**src/rtl/acl_pkg.sv**
```systemverilog
// Constants for the IPv4 access control entry matcher.
// Assumes an APB master on pclk and one frame header per valid pulse.
// Operation
// - IPv4 criteria apply only to IPv4 entries
// - Protocol any ignores protocol field
// - Protocol specific hits equal 8-bit value only
// - ICMP/UDP/TCP restrict and add layer-4 check
// - TTL zero excludes nonzero TTL; any ignores
// - TTL nonzero hits nonzero, misses zero TTL
// - Fragment no excludes fragments; any ignores
// - Fragment yes hits fragments only
// - Options no excludes frames with options
// - Options yes hits frames with options only
// - Source any ignores source address
// - Source host needs exact address equality
// - Source network compares masked bits only
// - Destination any ignores destination address
// - Destination host needs exact address equality
// - Destination network compares masked bits only
package acl_pkg;
	// Register byte offsets
	localparam logic [7:0] OFS_CTRL = 8'h00;
	localparam logic [7:0] OFS_SRC_ADDR = 8'h04;
	localparam logic [7:0] OFS_SRC_MASK = 8'h08;
	localparam logic [7:0] OFS_DST_ADDR = 8'h0c;
	localparam logic [7:0] OFS_DST_MASK = 8'h10;
	localparam logic [7:0] OFS_HIT_CNT = 8'h14;
	localparam logic [7:0] OFS_FRAME_CNT = 8'h18;
	localparam logic [7:0] OFS_STATUS = 8'h1c;
	// Control field positions
	localparam int CTRL_TYPE = 0;
	localparam int CTRL_PROTO_LO = 1;
	localparam int CTRL_TTL_LO = 4;
	localparam int CTRL_FRAG_LO = 6;
	localparam int CTRL_OPT_LO = 8;
	localparam int CTRL_SRC_LO = 10;
	localparam int CTRL_DST_LO = 12;
	localparam int CTRL_PVAL_LO = 16;
	localparam logic [31:0] CTRL_RESET = 32'h0000_0000;
	localparam logic [31:0] CTRL_WMASK = 32'h00ff_3fff;
	// Protocol numbers and header length
	localparam logic [7:0] PROTO_ICMP = 8'h01;
	localparam logic [7:0] PROTO_TCP = 8'h06;
	localparam logic [7:0] PROTO_UDP = 8'h11;
	localparam logic [3:0] IHL_NO_OPTIONS = 4'h5;
	typedef enum logic [2:0] {
		PROTO_ANY = 3'h0, PROTO_SPECIFIC = 3'h1, PROTO_SEL_ICMP = 3'h2,
		PROTO_SEL_UDP = 3'h3, PROTO_SEL_TCP = 3'h4
	} proto_mode_t;
	typedef enum logic [1:0] {
		TTL_ANY = 2'h0, TTL_ZERO = 2'h1, TTL_NONZERO = 2'h2
	} ttl_mode_t;
	typedef enum logic [1:0] {
		FLAG_ANY = 2'h0, FLAG_NO = 2'h1, FLAG_YES = 2'h2
	} flag_mode_t;
	typedef enum logic [1:0] {
		ADDR_ANY = 2'h0, ADDR_HOST = 2'h1, ADDR_NETWORK = 2'h2
	} addr_mode_t;
endpackage : acl_pkg

```
**src/rtl/acl_cfg_if.sv**
```systemverilog
// Entry configuration passed from the register file to the checker.
// Assumes a single driver through the src modport.
`timescale 1ns/1ps
interface acl_cfg_if;
	acl_pkg::proto_mode_t proto_mode;
	acl_pkg::ttl_mode_t ttl_mode;
	acl_pkg::flag_mode_t frag_mode;
	acl_pkg::flag_mode_t opt_mode;
	logic [7:0] proto_value;
	modport src (output proto_mode, ttl_mode, frag_mode, opt_mode,
		proto_value);
	modport dst (input proto_mode, ttl_mode, frag_mode, opt_mode,
		proto_value);
endinterface : acl_cfg_if

```
**src/rtl/ipv4_acl_entry_matcher.sv**
```systemverilog
// Top of one IPv4 access control entry: APB registers and hit decision.
// Assumes one header per in_valid pulse; result one cycle later.
//
// Chosen here: the APB interface to the registers and the placing of the registers.
`timescale 1ns/1ps
module ipv4_acl_entry_matcher #(
	parameter int IP_W = 32
) (
	// Clock and reset
	input wire logic pclk,
	input wire logic presetn,
	// APB slave
	input wire logic psel,
	input wire logic penable,
	input wire logic pwrite,
	input wire logic [7:0] paddr,
	input wire logic [31:0] pwdata,
	output logic [31:0] prdata,
	output logic pready,
	output logic pslverr,
	// Frame header
	input wire logic in_valid,
	input wire logic in_is_ipv4,
	input wire logic [7:0] in_protocol,
	input wire logic [7:0] in_ttl,
	input wire logic in_more_frags,
	input wire logic [12:0] in_frag_offset,
	input wire logic [3:0] in_header_len,
	input wire logic in_l4_match,
	input wire logic [IP_W-1:0] in_src_addr,
	input wire logic [IP_W-1:0] in_dst_addr,
	// Result
	output logic out_valid,
	output logic out_hit
);
	// Elaboration-time refusal of address widths other than IPv4
	if (IP_W != 32) begin : g_ip_w_check
		$error("IP_W must be 32 for IPv4 addresses");
	end

	acl_cfg_if cfg_bus();

	// Registers
	logic [31:0] ctrl, next_ctrl;
	logic [IP_W-1:0] src_addr, next_src_addr;
	logic [IP_W-1:0] src_mask, next_src_mask;
	logic [IP_W-1:0] dst_addr, next_dst_addr;
	logic [IP_W-1:0] dst_mask, next_dst_mask;
	logic [31:0] hit_cnt, next_hit_cnt;
	logic [31:0] frame_cnt, next_frame_cnt;
	logic [31:0] next_prdata;
	logic next_pready;
	logic next_pslverr;
	logic next_out_valid;
	logic next_out_hit;
	logic wr_en;
	logic mapped;
	logic hdr_ok;
	logic src_ok;
	logic dst_ok;
	logic entry_is_ipv4;
	logic hit_now;

	assign entry_is_ipv4 = ctrl[acl_pkg::CTRL_TYPE];
	assign cfg_bus.proto_mode =
		acl_pkg::proto_mode_t'(ctrl[acl_pkg::CTRL_PROTO_LO +: 3]);
	assign cfg_bus.ttl_mode =
		acl_pkg::ttl_mode_t'(ctrl[acl_pkg::CTRL_TTL_LO +: 2]);
	assign cfg_bus.frag_mode =
		acl_pkg::flag_mode_t'(ctrl[acl_pkg::CTRL_FRAG_LO +: 2]);
	assign cfg_bus.opt_mode =
		acl_pkg::flag_mode_t'(ctrl[acl_pkg::CTRL_OPT_LO +: 2]);
	assign cfg_bus.proto_value = ctrl[acl_pkg::CTRL_PVAL_LO +: 8];

	ip_header_checker u_header (
		.cfg(cfg_bus.dst),
		.protocol(in_protocol),
		.ttl(in_ttl),
		.more_frags(in_more_frags),
		.frag_offset(in_frag_offset),
		.header_len(in_header_len),
		.l4_match(in_l4_match),
		.ok(hdr_ok)
	);

	ip_addr_matcher #(.IP_W(IP_W)) u_src (
		.mode(acl_pkg::addr_mode_t'(ctrl[acl_pkg::CTRL_SRC_LO +: 2])),
		.cfg_addr(src_addr),
		.cfg_mask(src_mask),
		.frame_addr(in_src_addr),
		.ok(src_ok)
	);

	ip_addr_matcher #(.IP_W(IP_W)) u_dst (
		.mode(acl_pkg::addr_mode_t'(ctrl[acl_pkg::CTRL_DST_LO +: 2])),
		.cfg_addr(dst_addr),
		.cfg_mask(dst_mask),
		.frame_addr(in_dst_addr),
		.ok(dst_ok)
	);

	// Non-IPv4 entry: IPv4 criteria left out, every frame hits
	always_comb begin
		if (entry_is_ipv4)
			hit_now = in_is_ipv4 && hdr_ok && src_ok && dst_ok;
		else
			hit_now = 1'b1;
	end

	// APB bus: one wait-free access cycle
	always_comb begin
		wr_en = psel && penable && pready && pwrite;
		next_pready = psel && !penable && !pready;
		mapped = 1'b1;
		next_prdata = 32'h0000_0000;
		if (paddr == acl_pkg::OFS_CTRL) begin
			next_prdata = ctrl;
		end else if (paddr == acl_pkg::OFS_SRC_ADDR) begin
			next_prdata = src_addr;
		end else if (paddr == acl_pkg::OFS_SRC_MASK) begin
			next_prdata = src_mask;
		end else if (paddr == acl_pkg::OFS_DST_ADDR) begin
			next_prdata = dst_addr;
		end else if (paddr == acl_pkg::OFS_DST_MASK) begin
			next_prdata = dst_mask;
		end else if (paddr == acl_pkg::OFS_HIT_CNT) begin
			next_prdata = hit_cnt;
		end else if (paddr == acl_pkg::OFS_FRAME_CNT) begin
			next_prdata = frame_cnt;
		end else if (paddr == acl_pkg::OFS_STATUS) begin
			next_prdata = {31'h0000_0000, out_hit};
		end else begin
			mapped = 1'b0;
		end
		if (!next_pready || pwrite)
			next_prdata = 32'h0000_0000;
		next_pslverr = next_pready && !mapped;
	end

	// Register writes and counters; each counter cleared by any write to its own offset
	always_comb begin
		next_ctrl = ctrl;
		next_src_addr = src_addr;
		next_src_mask = src_mask;
		next_dst_addr = dst_addr;
		next_dst_mask = dst_mask;
		next_hit_cnt = hit_cnt;
		next_frame_cnt = frame_cnt;
		if (in_valid) begin
			next_frame_cnt = frame_cnt + 32'h0000_0001;
			if (hit_now)
				next_hit_cnt = hit_cnt + 32'h0000_0001;
		end
		if (wr_en) begin
			if (paddr == acl_pkg::OFS_CTRL)
				next_ctrl = pwdata & acl_pkg::CTRL_WMASK;
			else if (paddr == acl_pkg::OFS_SRC_ADDR)
				next_src_addr = pwdata;
			else if (paddr == acl_pkg::OFS_SRC_MASK)
				next_src_mask = pwdata;
			else if (paddr == acl_pkg::OFS_DST_ADDR)
				next_dst_addr = pwdata;
			else if (paddr == acl_pkg::OFS_DST_MASK)
				next_dst_mask = pwdata;
			else if (paddr == acl_pkg::OFS_HIT_CNT)
				next_hit_cnt = 32'h0000_0000;
			else if (paddr == acl_pkg::OFS_FRAME_CNT)
				next_frame_cnt = 32'h0000_0000;
		end
		next_out_valid = in_valid;
		next_out_hit = in_valid ? hit_now : out_hit;
	end

	always_ff @(posedge pclk or negedge presetn) begin
		if (!presetn) begin
			ctrl <= acl_pkg::CTRL_RESET;
			src_addr <= '0;
			src_mask <= '0;
			dst_addr <= '0;
			dst_mask <= '0;
			hit_cnt <= 32'h0000_0000;
			frame_cnt <= 32'h0000_0000;
			prdata <= 32'h0000_0000;
			pready <= 1'b0;
			pslverr <= 1'b0;
			out_valid <= 1'b0;
			out_hit <= 1'b0;
		end else begin
			ctrl <= next_ctrl;
			src_addr <= next_src_addr;
			src_mask <= next_src_mask;
			dst_addr <= next_dst_addr;
			dst_mask <= next_dst_mask;
			hit_cnt <= next_hit_cnt;
			frame_cnt <= next_frame_cnt;
			prdata <= next_prdata;
			pready <= next_pready;
			pslverr <= next_pslverr;
			out_valid <= next_out_valid;
			out_hit <= next_out_hit;
		end
	end
endmodule : ipv4_acl_entry_matcher

```
**src/rtl/ip_addr_matcher.sv**
```systemverilog
// Address criterion: any, host or network with mask.
// Assumes configuration held stable while frames are checked.
`timescale 1ns/1ps
module ip_addr_matcher #(
	parameter int IP_W = 32
) (
	// Criterion
	input wire acl_pkg::addr_mode_t mode,
	input wire logic [IP_W-1:0] cfg_addr,
	input wire logic [IP_W-1:0] cfg_mask,
	// Frame field
	input wire logic [IP_W-1:0] frame_addr,
	output logic ok
);
	always_comb begin
		case (mode)
			acl_pkg::ADDR_HOST: ok = frame_addr == cfg_addr;
			acl_pkg::ADDR_NETWORK:
				ok = ((frame_addr ^ cfg_addr) & cfg_mask) == '0;
			default: ok = 1'b1;
		endcase
	end
endmodule : ip_addr_matcher

```
**src/rtl/ip_header_checker.sv**
```systemverilog
// Protocol, TTL, fragment and options criteria of one entry.
// Assumes layer-4 result is computed outside for ICMP/UDP/TCP.
`timescale 1ns/1ps
module ip_header_checker (
	// Configuration
	acl_cfg_if.dst cfg,
	// Header fields
	input wire logic [7:0] protocol,
	input wire logic [7:0] ttl,
	input wire logic more_frags,
	input wire logic [12:0] frag_offset,
	input wire logic [3:0] header_len,
	input wire logic l4_match,
	output logic ok
);
	logic proto_ok;
	logic ttl_ok;
	logic frag_ok;
	logic opt_ok;
	logic is_frag;
	logic has_opt;

	always_comb begin
		is_frag = more_frags || frag_offset != 13'h0000;
		has_opt = header_len > acl_pkg::IHL_NO_OPTIONS;
		case (cfg.proto_mode)
			acl_pkg::PROTO_SPECIFIC: proto_ok = protocol == cfg.proto_value;
			acl_pkg::PROTO_SEL_ICMP:
				proto_ok = protocol == acl_pkg::PROTO_ICMP && l4_match;
			acl_pkg::PROTO_SEL_UDP:
				proto_ok = protocol == acl_pkg::PROTO_UDP && l4_match;
			acl_pkg::PROTO_SEL_TCP:
				proto_ok = protocol == acl_pkg::PROTO_TCP && l4_match;
			default: proto_ok = 1'b1;
		endcase
		case (cfg.ttl_mode)
			acl_pkg::TTL_ZERO: ttl_ok = ttl == 8'h00;
			acl_pkg::TTL_NONZERO: ttl_ok = ttl != 8'h00;
			default: ttl_ok = 1'b1;
		endcase
		case (cfg.frag_mode)
			acl_pkg::FLAG_NO: frag_ok = !is_frag;
			acl_pkg::FLAG_YES: frag_ok = is_frag;
			default: frag_ok = 1'b1;
		endcase
		case (cfg.opt_mode)
			acl_pkg::FLAG_NO: opt_ok = !has_opt;
			acl_pkg::FLAG_YES: opt_ok = has_opt;
			default: opt_ok = 1'b1;
		endcase
		ok = proto_ok && ttl_ok && frag_ok && opt_ok;
	end
endmodule : ip_header_checker

```
**config.mk**
```make
export PLATFORM = sky130hd
export DESIGN_NAME = ipv4_acl_entry_matcher
export DESIGN_NICKNAME = d
export VERILOG_FILES = /design/src/rtl/acl_pkg.sv /design/src/rtl/acl_cfg_if.sv /design/src/rtl/ipv4_acl_entry_matcher.sv /design/src/rtl/ip_addr_matcher.sv /design/src/rtl/ip_header_checker.sv
export SDC_FILE = /design/constraint.sdc
export NUM_CORES = 1
export LEC_CHECK = 0
export BUFFER_PORTS_ARGS = -buffer_cell sky130_fd_sc_hd__buf_2
export CORE_ASPECT_RATIO = 0.75
export CORE_UTILIZATION = 45
export DETAILED_ROUTE_END_ITERATION = 8
export PLACE_DENSITY = 0.73
export SYNTH_ARGS = -nofsm -noshare
export SYNTH_HDL_FRONTEND = slang
export SYNTH_SLANG_ARGS = --single-unit
```
**constraint.sdc**
```tcl
create_clock -name pclk -period 3.6 [get_ports pclk]
set_input_delay 0.36 -clock pclk [delete_from_list [all_inputs] [get_ports pclk]]
set_output_delay 0.36 -clock pclk [all_outputs]
set_load 0.05 [all_outputs]
```
Yosys cells after proc, flatten, opt, wreduce, memory -nomap -nowiden --
Cells that the tools add are included.
Storage, ports and cells: logic and storage cells 126, input bits 146, flip-flop bits (word level) 250, output and inout port bits 36
Cells by class: add/subtract/negate cells 2, bitwise operators 8, magnitude comparators 1, muxes and demuxes 42, reductions and logical operators 34, eq/ne operators 27
Operators by type and width (number):
- 32-bit two-way mux | 26
- 32-bit by 1-bit adder with 32-bit output (second input constant) | 2
- 32-bit AND | 2
- 32-bit equality test | 2
- 32-bit zero test | 2
- 32-bit bitwise XOR | 2
- 8-bit by 5-bit equality test with 1-bit output (second input constant) | 5
- 8-bit by 3-bit equality test with 1-bit output (second input constant) | 2
- 8-bit by 4-bit equality test with 1-bit output (second input constant) | 2
- 8-bit zero test | 2
- 1-bit logical AND | 15
- 13-bit nonzero test | 1
- 2-bit by 1-bit equality test with 1-bit output (second input constant) | 5
- 2-bit equality test (second input constant) | 5
- 1-bit two-way mux | 10
- 1-bit one-hot mux with 2 select lines | 5
- 8-bit by 1-bit equality test with 1-bit output (second input constant) | 1
- 8-bit equality test | 1
- 8-bit nonzero test | 1
- 3-bit by 2-bit equality test with 1-bit output (second input constant) | 2
- 1-bit zero test | 6
- 6-bit AND reduction | 1
- 5-bit AND reduction | 1
- 4-bit by 3-bit > comparator with 1-bit output (second input constant) | 1
- other kinds (8) | 12

Logic depth before layout (Yosys ltp) --
word-level depth 19, depth in mapped cells 10

Hierarchy --
A second synthesis with hierarchy kept.
Unflattened totals: cells, all modules 1213, area, all modules 13501.7 µm²
By module, submodules not included:
- ipv4_acl_entry_matcher | area an instance 12010.3 µm², cells each 1023, sequential area each 6256.0 µm², instances 1
- ip_addr_matcher | area an instance 555.5 µm², cells each 70, sequential area each 0.0 µm², instances 2
- ip_header_checker | area an instance 380.4 µm², cells each 50, sequential area each 0.0 µm², instances 1

Worst setup path before layout --
OpenSTA, ideal clock, no wires.
kind input to register, start in paddr[1], end reg ctrl[16], library setup time 0.125 ns, arrival 2.416 ns, slack 1.059 ns, path buffers 2, stages 8, required time 3.475 ns, path through or4_4 or3_1 clkbuf_1 nor2_2 nand2_1 nor2_4 buf_4 mux2_2
Between the ends: longest elaborated chain between the ends 2
RTL lines:
- start, declared | RTL line ipv4_acl_entry_matcher.sv:16 | input wire logic [7:0] paddr,
- 8-bit zero test | RTL line ipv4_acl_entry_matcher.sv:155 | if (paddr == acl_pkg::OFS_CTRL)
- 2-bit AND reduction (no source line)
- end signal, assigned | RTL line ipv4_acl_entry_matcher.sv:176 | ctrl <= acl_pkg::CTRL_RESET;
- end signal, assigned | RTL line ipv4_acl_entry_matcher.sv:189 | ctrl <= next_ctrl;
- end, declared | RTL line ipv4_acl_entry_matcher.sv:44 | logic [31:0] ctrl, next_ctrl;
Every way passes these cells. A chain may end at the register's enable or synchronous reset.

Final worst setup path --
start reg src_addr[6], end reg hit_cnt[23]
Between the ends: longest elaborated chain between the ends 16
RTL lines:
- start, declared | RTL line ipv4_acl_entry_matcher.sv:45 | logic [IP_W-1:0] src_addr, next_src_addr;
- start signal, assigned | RTL line ipv4_acl_entry_matcher.sv:190 | src_addr <= next_src_addr;
- 32-bit bitwise XOR | RTL line ip_addr_matcher.sv:19 | ok = ((frame_addr ^ cfg_addr) & cfg_mask) == '0;
- 32-bit AND | RTL line ip_addr_matcher.sv:19
- 32-bit zero test | RTL line ip_addr_matcher.sv:19
- 1-bit one-hot mux with 2 select lines (*) | RTL line ip_addr_matcher.sv:16 | case (mode)
- 1-bit logical AND (*) (2 in a row) | RTL line ipv4_acl_entry_matcher.sv:105 | hit_now = in_is_ipv4 && hdr_ok && src_ok && dst_ok;
- 1-bit two-way mux (*) | RTL line ipv4_acl_entry_matcher.sv:104 | if (entry_is_ipv4)
- 32-bit two-way mux (*) | RTL line ipv4_acl_entry_matcher.sv:151 | if (hit_now)
- 32-bit two-way mux (*) | RTL line ipv4_acl_entry_matcher.sv:149 | if (in_valid) begin
- 32-bit two-way mux | RTL line ipv4_acl_entry_matcher.sv:165 | else if (paddr == acl_pkg::OFS_HIT_CNT)
- 32-bit two-way mux | RTL line ipv4_acl_entry_matcher.sv:163 | else if (paddr == acl_pkg::OFS_DST_MASK)
- 32-bit two-way mux | RTL line ipv4_acl_entry_matcher.sv:161 | else if (paddr == acl_pkg::OFS_DST_ADDR)
- 32-bit two-way mux | RTL line ipv4_acl_entry_matcher.sv:159 | else if (paddr == acl_pkg::OFS_SRC_MASK)
- 32-bit two-way mux | RTL line ipv4_acl_entry_matcher.sv:157 | else if (paddr == acl_pkg::OFS_SRC_ADDR)
- 32-bit two-way mux | RTL line ipv4_acl_entry_matcher.sv:155
- 32-bit two-way mux (*) | RTL line ipv4_acl_entry_matcher.sv:154 | if (wr_en) begin
- via next_hit_cnt[23] | RTL line ipv4_acl_entry_matcher.sv:49 | logic [31:0] hit_cnt, next_hit_cnt;
- end signal, assigned | RTL line ipv4_acl_entry_matcher.sv:194 | hit_cnt <= next_hit_cnt;
- end, declared | RTL line ipv4_acl_entry_matcher.sv:49
Mark *: on every way through the listed nets, which the timed path passes. The rest lies on a longest branch.

==> summary.md <==
| Metric | Value |
|---|---|
| Layout area overhead | `17.2%` |
| FF-to-FF setup slack | `420 ps` |
| WL per Instance | `24.4 um` |
| CP bufs+invs | `0` |
| Status | `complete, no violations` |
| Delay-heaviest family, CP | `simple AND/OR/NAND/NOR gates` |
| Metal2 WL | `18200 um` |
| Number of I/O pins | `182` |
| Worst Path Max Fanout | `11` |
| Initial core utilization | `46.3%` |
| Critical path type | `flop to flop` |
| Die area | `29900 um^2` |
| Synthesized Nets | `1373` |
| Slew @ Worst Pin | `789 ps` |
| First-pass GRT wire length | `65100 um` |
| 1st-iter DRT viols | `1271` |
| Clk_lat worst skew | `540 ps` |
| Placed cell count | `1747` |
| Syn_area_per_cell | `10.8 um^2` |
| Post-synth top cells | `dfrtp_1 (250), mux2_2 (144), xor2_1 (88), a21oi_1 (66)` |
| Max Slew Vio Count | `0` |
| Met3 routed WL | `4930 um` |
| Synth Area in Simple Gates | `12.2%` |
| FMAX | `0.314 GHz` |
| Via Count | `11200` |
| Detail Route Antenna Nets | `0` |
| Final Power | `6.24 mW` |
| Slew headroom | `47.2%` |
| Placer congestion estimate | `1.00` |
| Total global-route track usage | `29.3%` |
| Crit start category | `flop` |
| Final net count | `1549` |
| Row cnt | `53` |
| Unrepaired setup endpoints after global routing | `no` |
| PwrDens | `406 nW/um^2` |
| Post-synthesis sequential area ratio | `47.6%` |
| DRC violations left | `0` |
| Largest family of logic cells by synthesized area | `compound AO/OA/AOI/OAI gates` |
| Inserted Clock Buffers | `26` |
| Post-CTS setup buffers | `0` |
| Clk_skew | `10.9 ps` |
| Leakage Power | `7.71 nW` |
| ANT cells | `0` |
| Dominant cell type by area after synthesis | `dfrtp_1` |
| # port buffers | `180` |
| Final setup fails | `0` |
| Vias in the first global route | `10500` |
| Total grt overflow | `0` |
| Final setup TNS | `0 ps` |
| CTS tree | `built` |
| Final core utilization | `54.2%` |
| Max cap viols | `0` |
| Fin crit share | `88.5%` |
| Cells along the critical path | `xor2_1, nor4_1, nand4_1, o31ai_1, a31oi_1, a2111o_1, or4_1, a21oi_1` |
| Min Tclk post-route | `3180 ps` |
| Peak supply drop | `0.338 mV` |
| Required @ worst endpoint | `4060 ps` |
| Cells after Synth | `1215` |
| CP max stage cell | `a2111o_1` |
| CTS H-tree lvls | `1` |
| Sink Count | `250` |
| Clock-pin slew on the worst setup and hold paths | `70 ps` |
| Clk Tree Root Cell | `clkbuf_16` |
| Ys Warns | `0` |
| Mapped Area | `13100 um^2` |
| Antenna violations before repair | `1` |
| Clock buffer depth | `3` |
| Xor/xnor cell area share of the yosys netlist | `6.87%` |
| Total Wirelength | `43900 um` |
| Largest stage delay on the critical path | `660 ps` |
| Final hold viol count | `0` |
| Top cells by area, synth | `dfrtp_1 (48%), mux2_2 (12%), xor2_1 (5.9%)` |
| Routed met1 length | `19600 um` |
| Top Layer Used | `met5` |
| DR pass1 iterations | `5` |
| Post-synth EDFFs | `0` |
| Share of layout cells above drive strength 1 | `30.7%` |
| Post-detailed-placement half-perimeter wirelength | `32400 um` |
| Pin count of the biggest net entering global routing | `88` |
| Hold WC Path Type | `primary input to flop` |
| Dominant synthesized flop cell | `dfrtp_1` |
| Die Span X | `199 um` |
| Post-CTS Resized | `0` |
| CP Capture Type | `flop` |
| #FFs+latches synth | `250` |
| Compound-Gate Fraction of Synth Area | `15.6%` |
| Leading cell type by number of instances after synthesis | `dfrtp_1` |
| Yosys cell types | `64` |
| Hold WS | `51.7 ps` |
| Synth Area in Adders | `1.14%` |
| Vias/cell | `6.26` |
| Worst EP arrival | `3650 ps` |
| Post-synthesis mux area share | `13.1%` |
| Post-synth top area share | `47.6%` |
| Non-filler cells in the finished layout | `1794` |
| Post-synth ARST share | `100%` |
| Die Height | `150 um` |
| Core footprint | `28400 um^2` |
[cell type report]
class	count	area [um^2]
multi-input cells	857	6470
fillers	2518	13000
repair buffers	215	1210
clock inverters	6	30.0
clock buffers	40	785
flip-flops and latches	250	6260
well taps	385	482
inverters	41	154
[what timing repair did]
action,CTS,global route
setup endpoints to repair,0,0
endpoints found under the hold margin,85,0
hold buffers,1,0
[cell families after synthesis]
kind of cell	count (synthesis)
compound gates	289
xor+xnor	103
fa+ha+maj	12
buf+inv	108
flops	250
mux	154
simple gates	299
[cells in the final DEF (no fill, tap or decap), types with 14 or more instances in the layout]
cell       synthesis  routed
clkbuf_16          0      27
a31o_2            15      15
nand2_1           55      55
nand3_1           21      21
a221oi_1          21      21
buf_4              5      31
inv_1             41      41
mux2_2           144     144
o21ai_0           64      64
xor2_1            88      88
buf_2             23     179
xnor2_1           15      15
nor2_1            64      62
nor3_1            16      14
nand2b_1          23      23
nand4_1           35      35
nor4_1            30      30
a221o_1           22      22
a22oi_1           33      33
a21oi_1           66      66
o211a_1           21      21
dfrtp_1          250     250
[through the flow]
step,setup WS (ps),instance area [um^2]
after global routing,307,15400
after CTS,495,15400
final,415,15400
after floorplan,1060,13100
after global placement,442,14600
after detailed placement,463,14600
[per-layer routing]
layer	global-route usage, %	vias to the layer above
li1	-	4836
met1	45.2	5630
met2	41.0	695
met3	6.13	70
met4	7.54	2
met5	0	-
[final timing paths]
kind,to,depth (start not counted),startpoint
worst max-delay path,hit_cnt[23]$_DFF_PN0_,8,src_addr[6]$_DFFE_PN0P_
worst min-delay path,out_valid$_DFF_PN0_,1,in_valid
worst max register to register,hit_cnt[23]$_DFF_PN0_,8,src_addr[6]$_DFFE_PN0P_
worst min register to register,src_mask[9]$_DFFE_PN0P_,1,src_mask[9]$_DFFE_PN0P_
max in group asynchronous,frame_cnt[30]$_DFF_PN0_,3,presetn
min in group asynchronous,pready$_DFF_PN0_,2,presetn
[worst reg2reg max path, cell delays in order (launching register included)]
cell and delay (ps):
dfrtp_1 410, xor2_1 250, nor4_1 470, nand4_1 210
o31ai_1 260, a31oi_1 140, a2111o_1 660, or4_1 560
a21oi_1 160
[registers in the layout (all words and copies together) (netlist names)]
name	count
dst_addr	32
dst_mask	32
ctrl	22
frame_cnt	32
out_hit	1
pready	1
prdata	32
hit_cnt	32
pslverr	1
out_valid	1
src_mask	32
src_addr	32
[report_power, final]
group / switching (mW) / leakage, nW / internal (mW)
Combinational: 0.387 / 4.00 / 0.208
Sequential: 0.133 / 3.31 / 2.89
Clock: 1.13 / 0.408 / 1.49
Note: power is estimated with default switching activity, not from simulation.
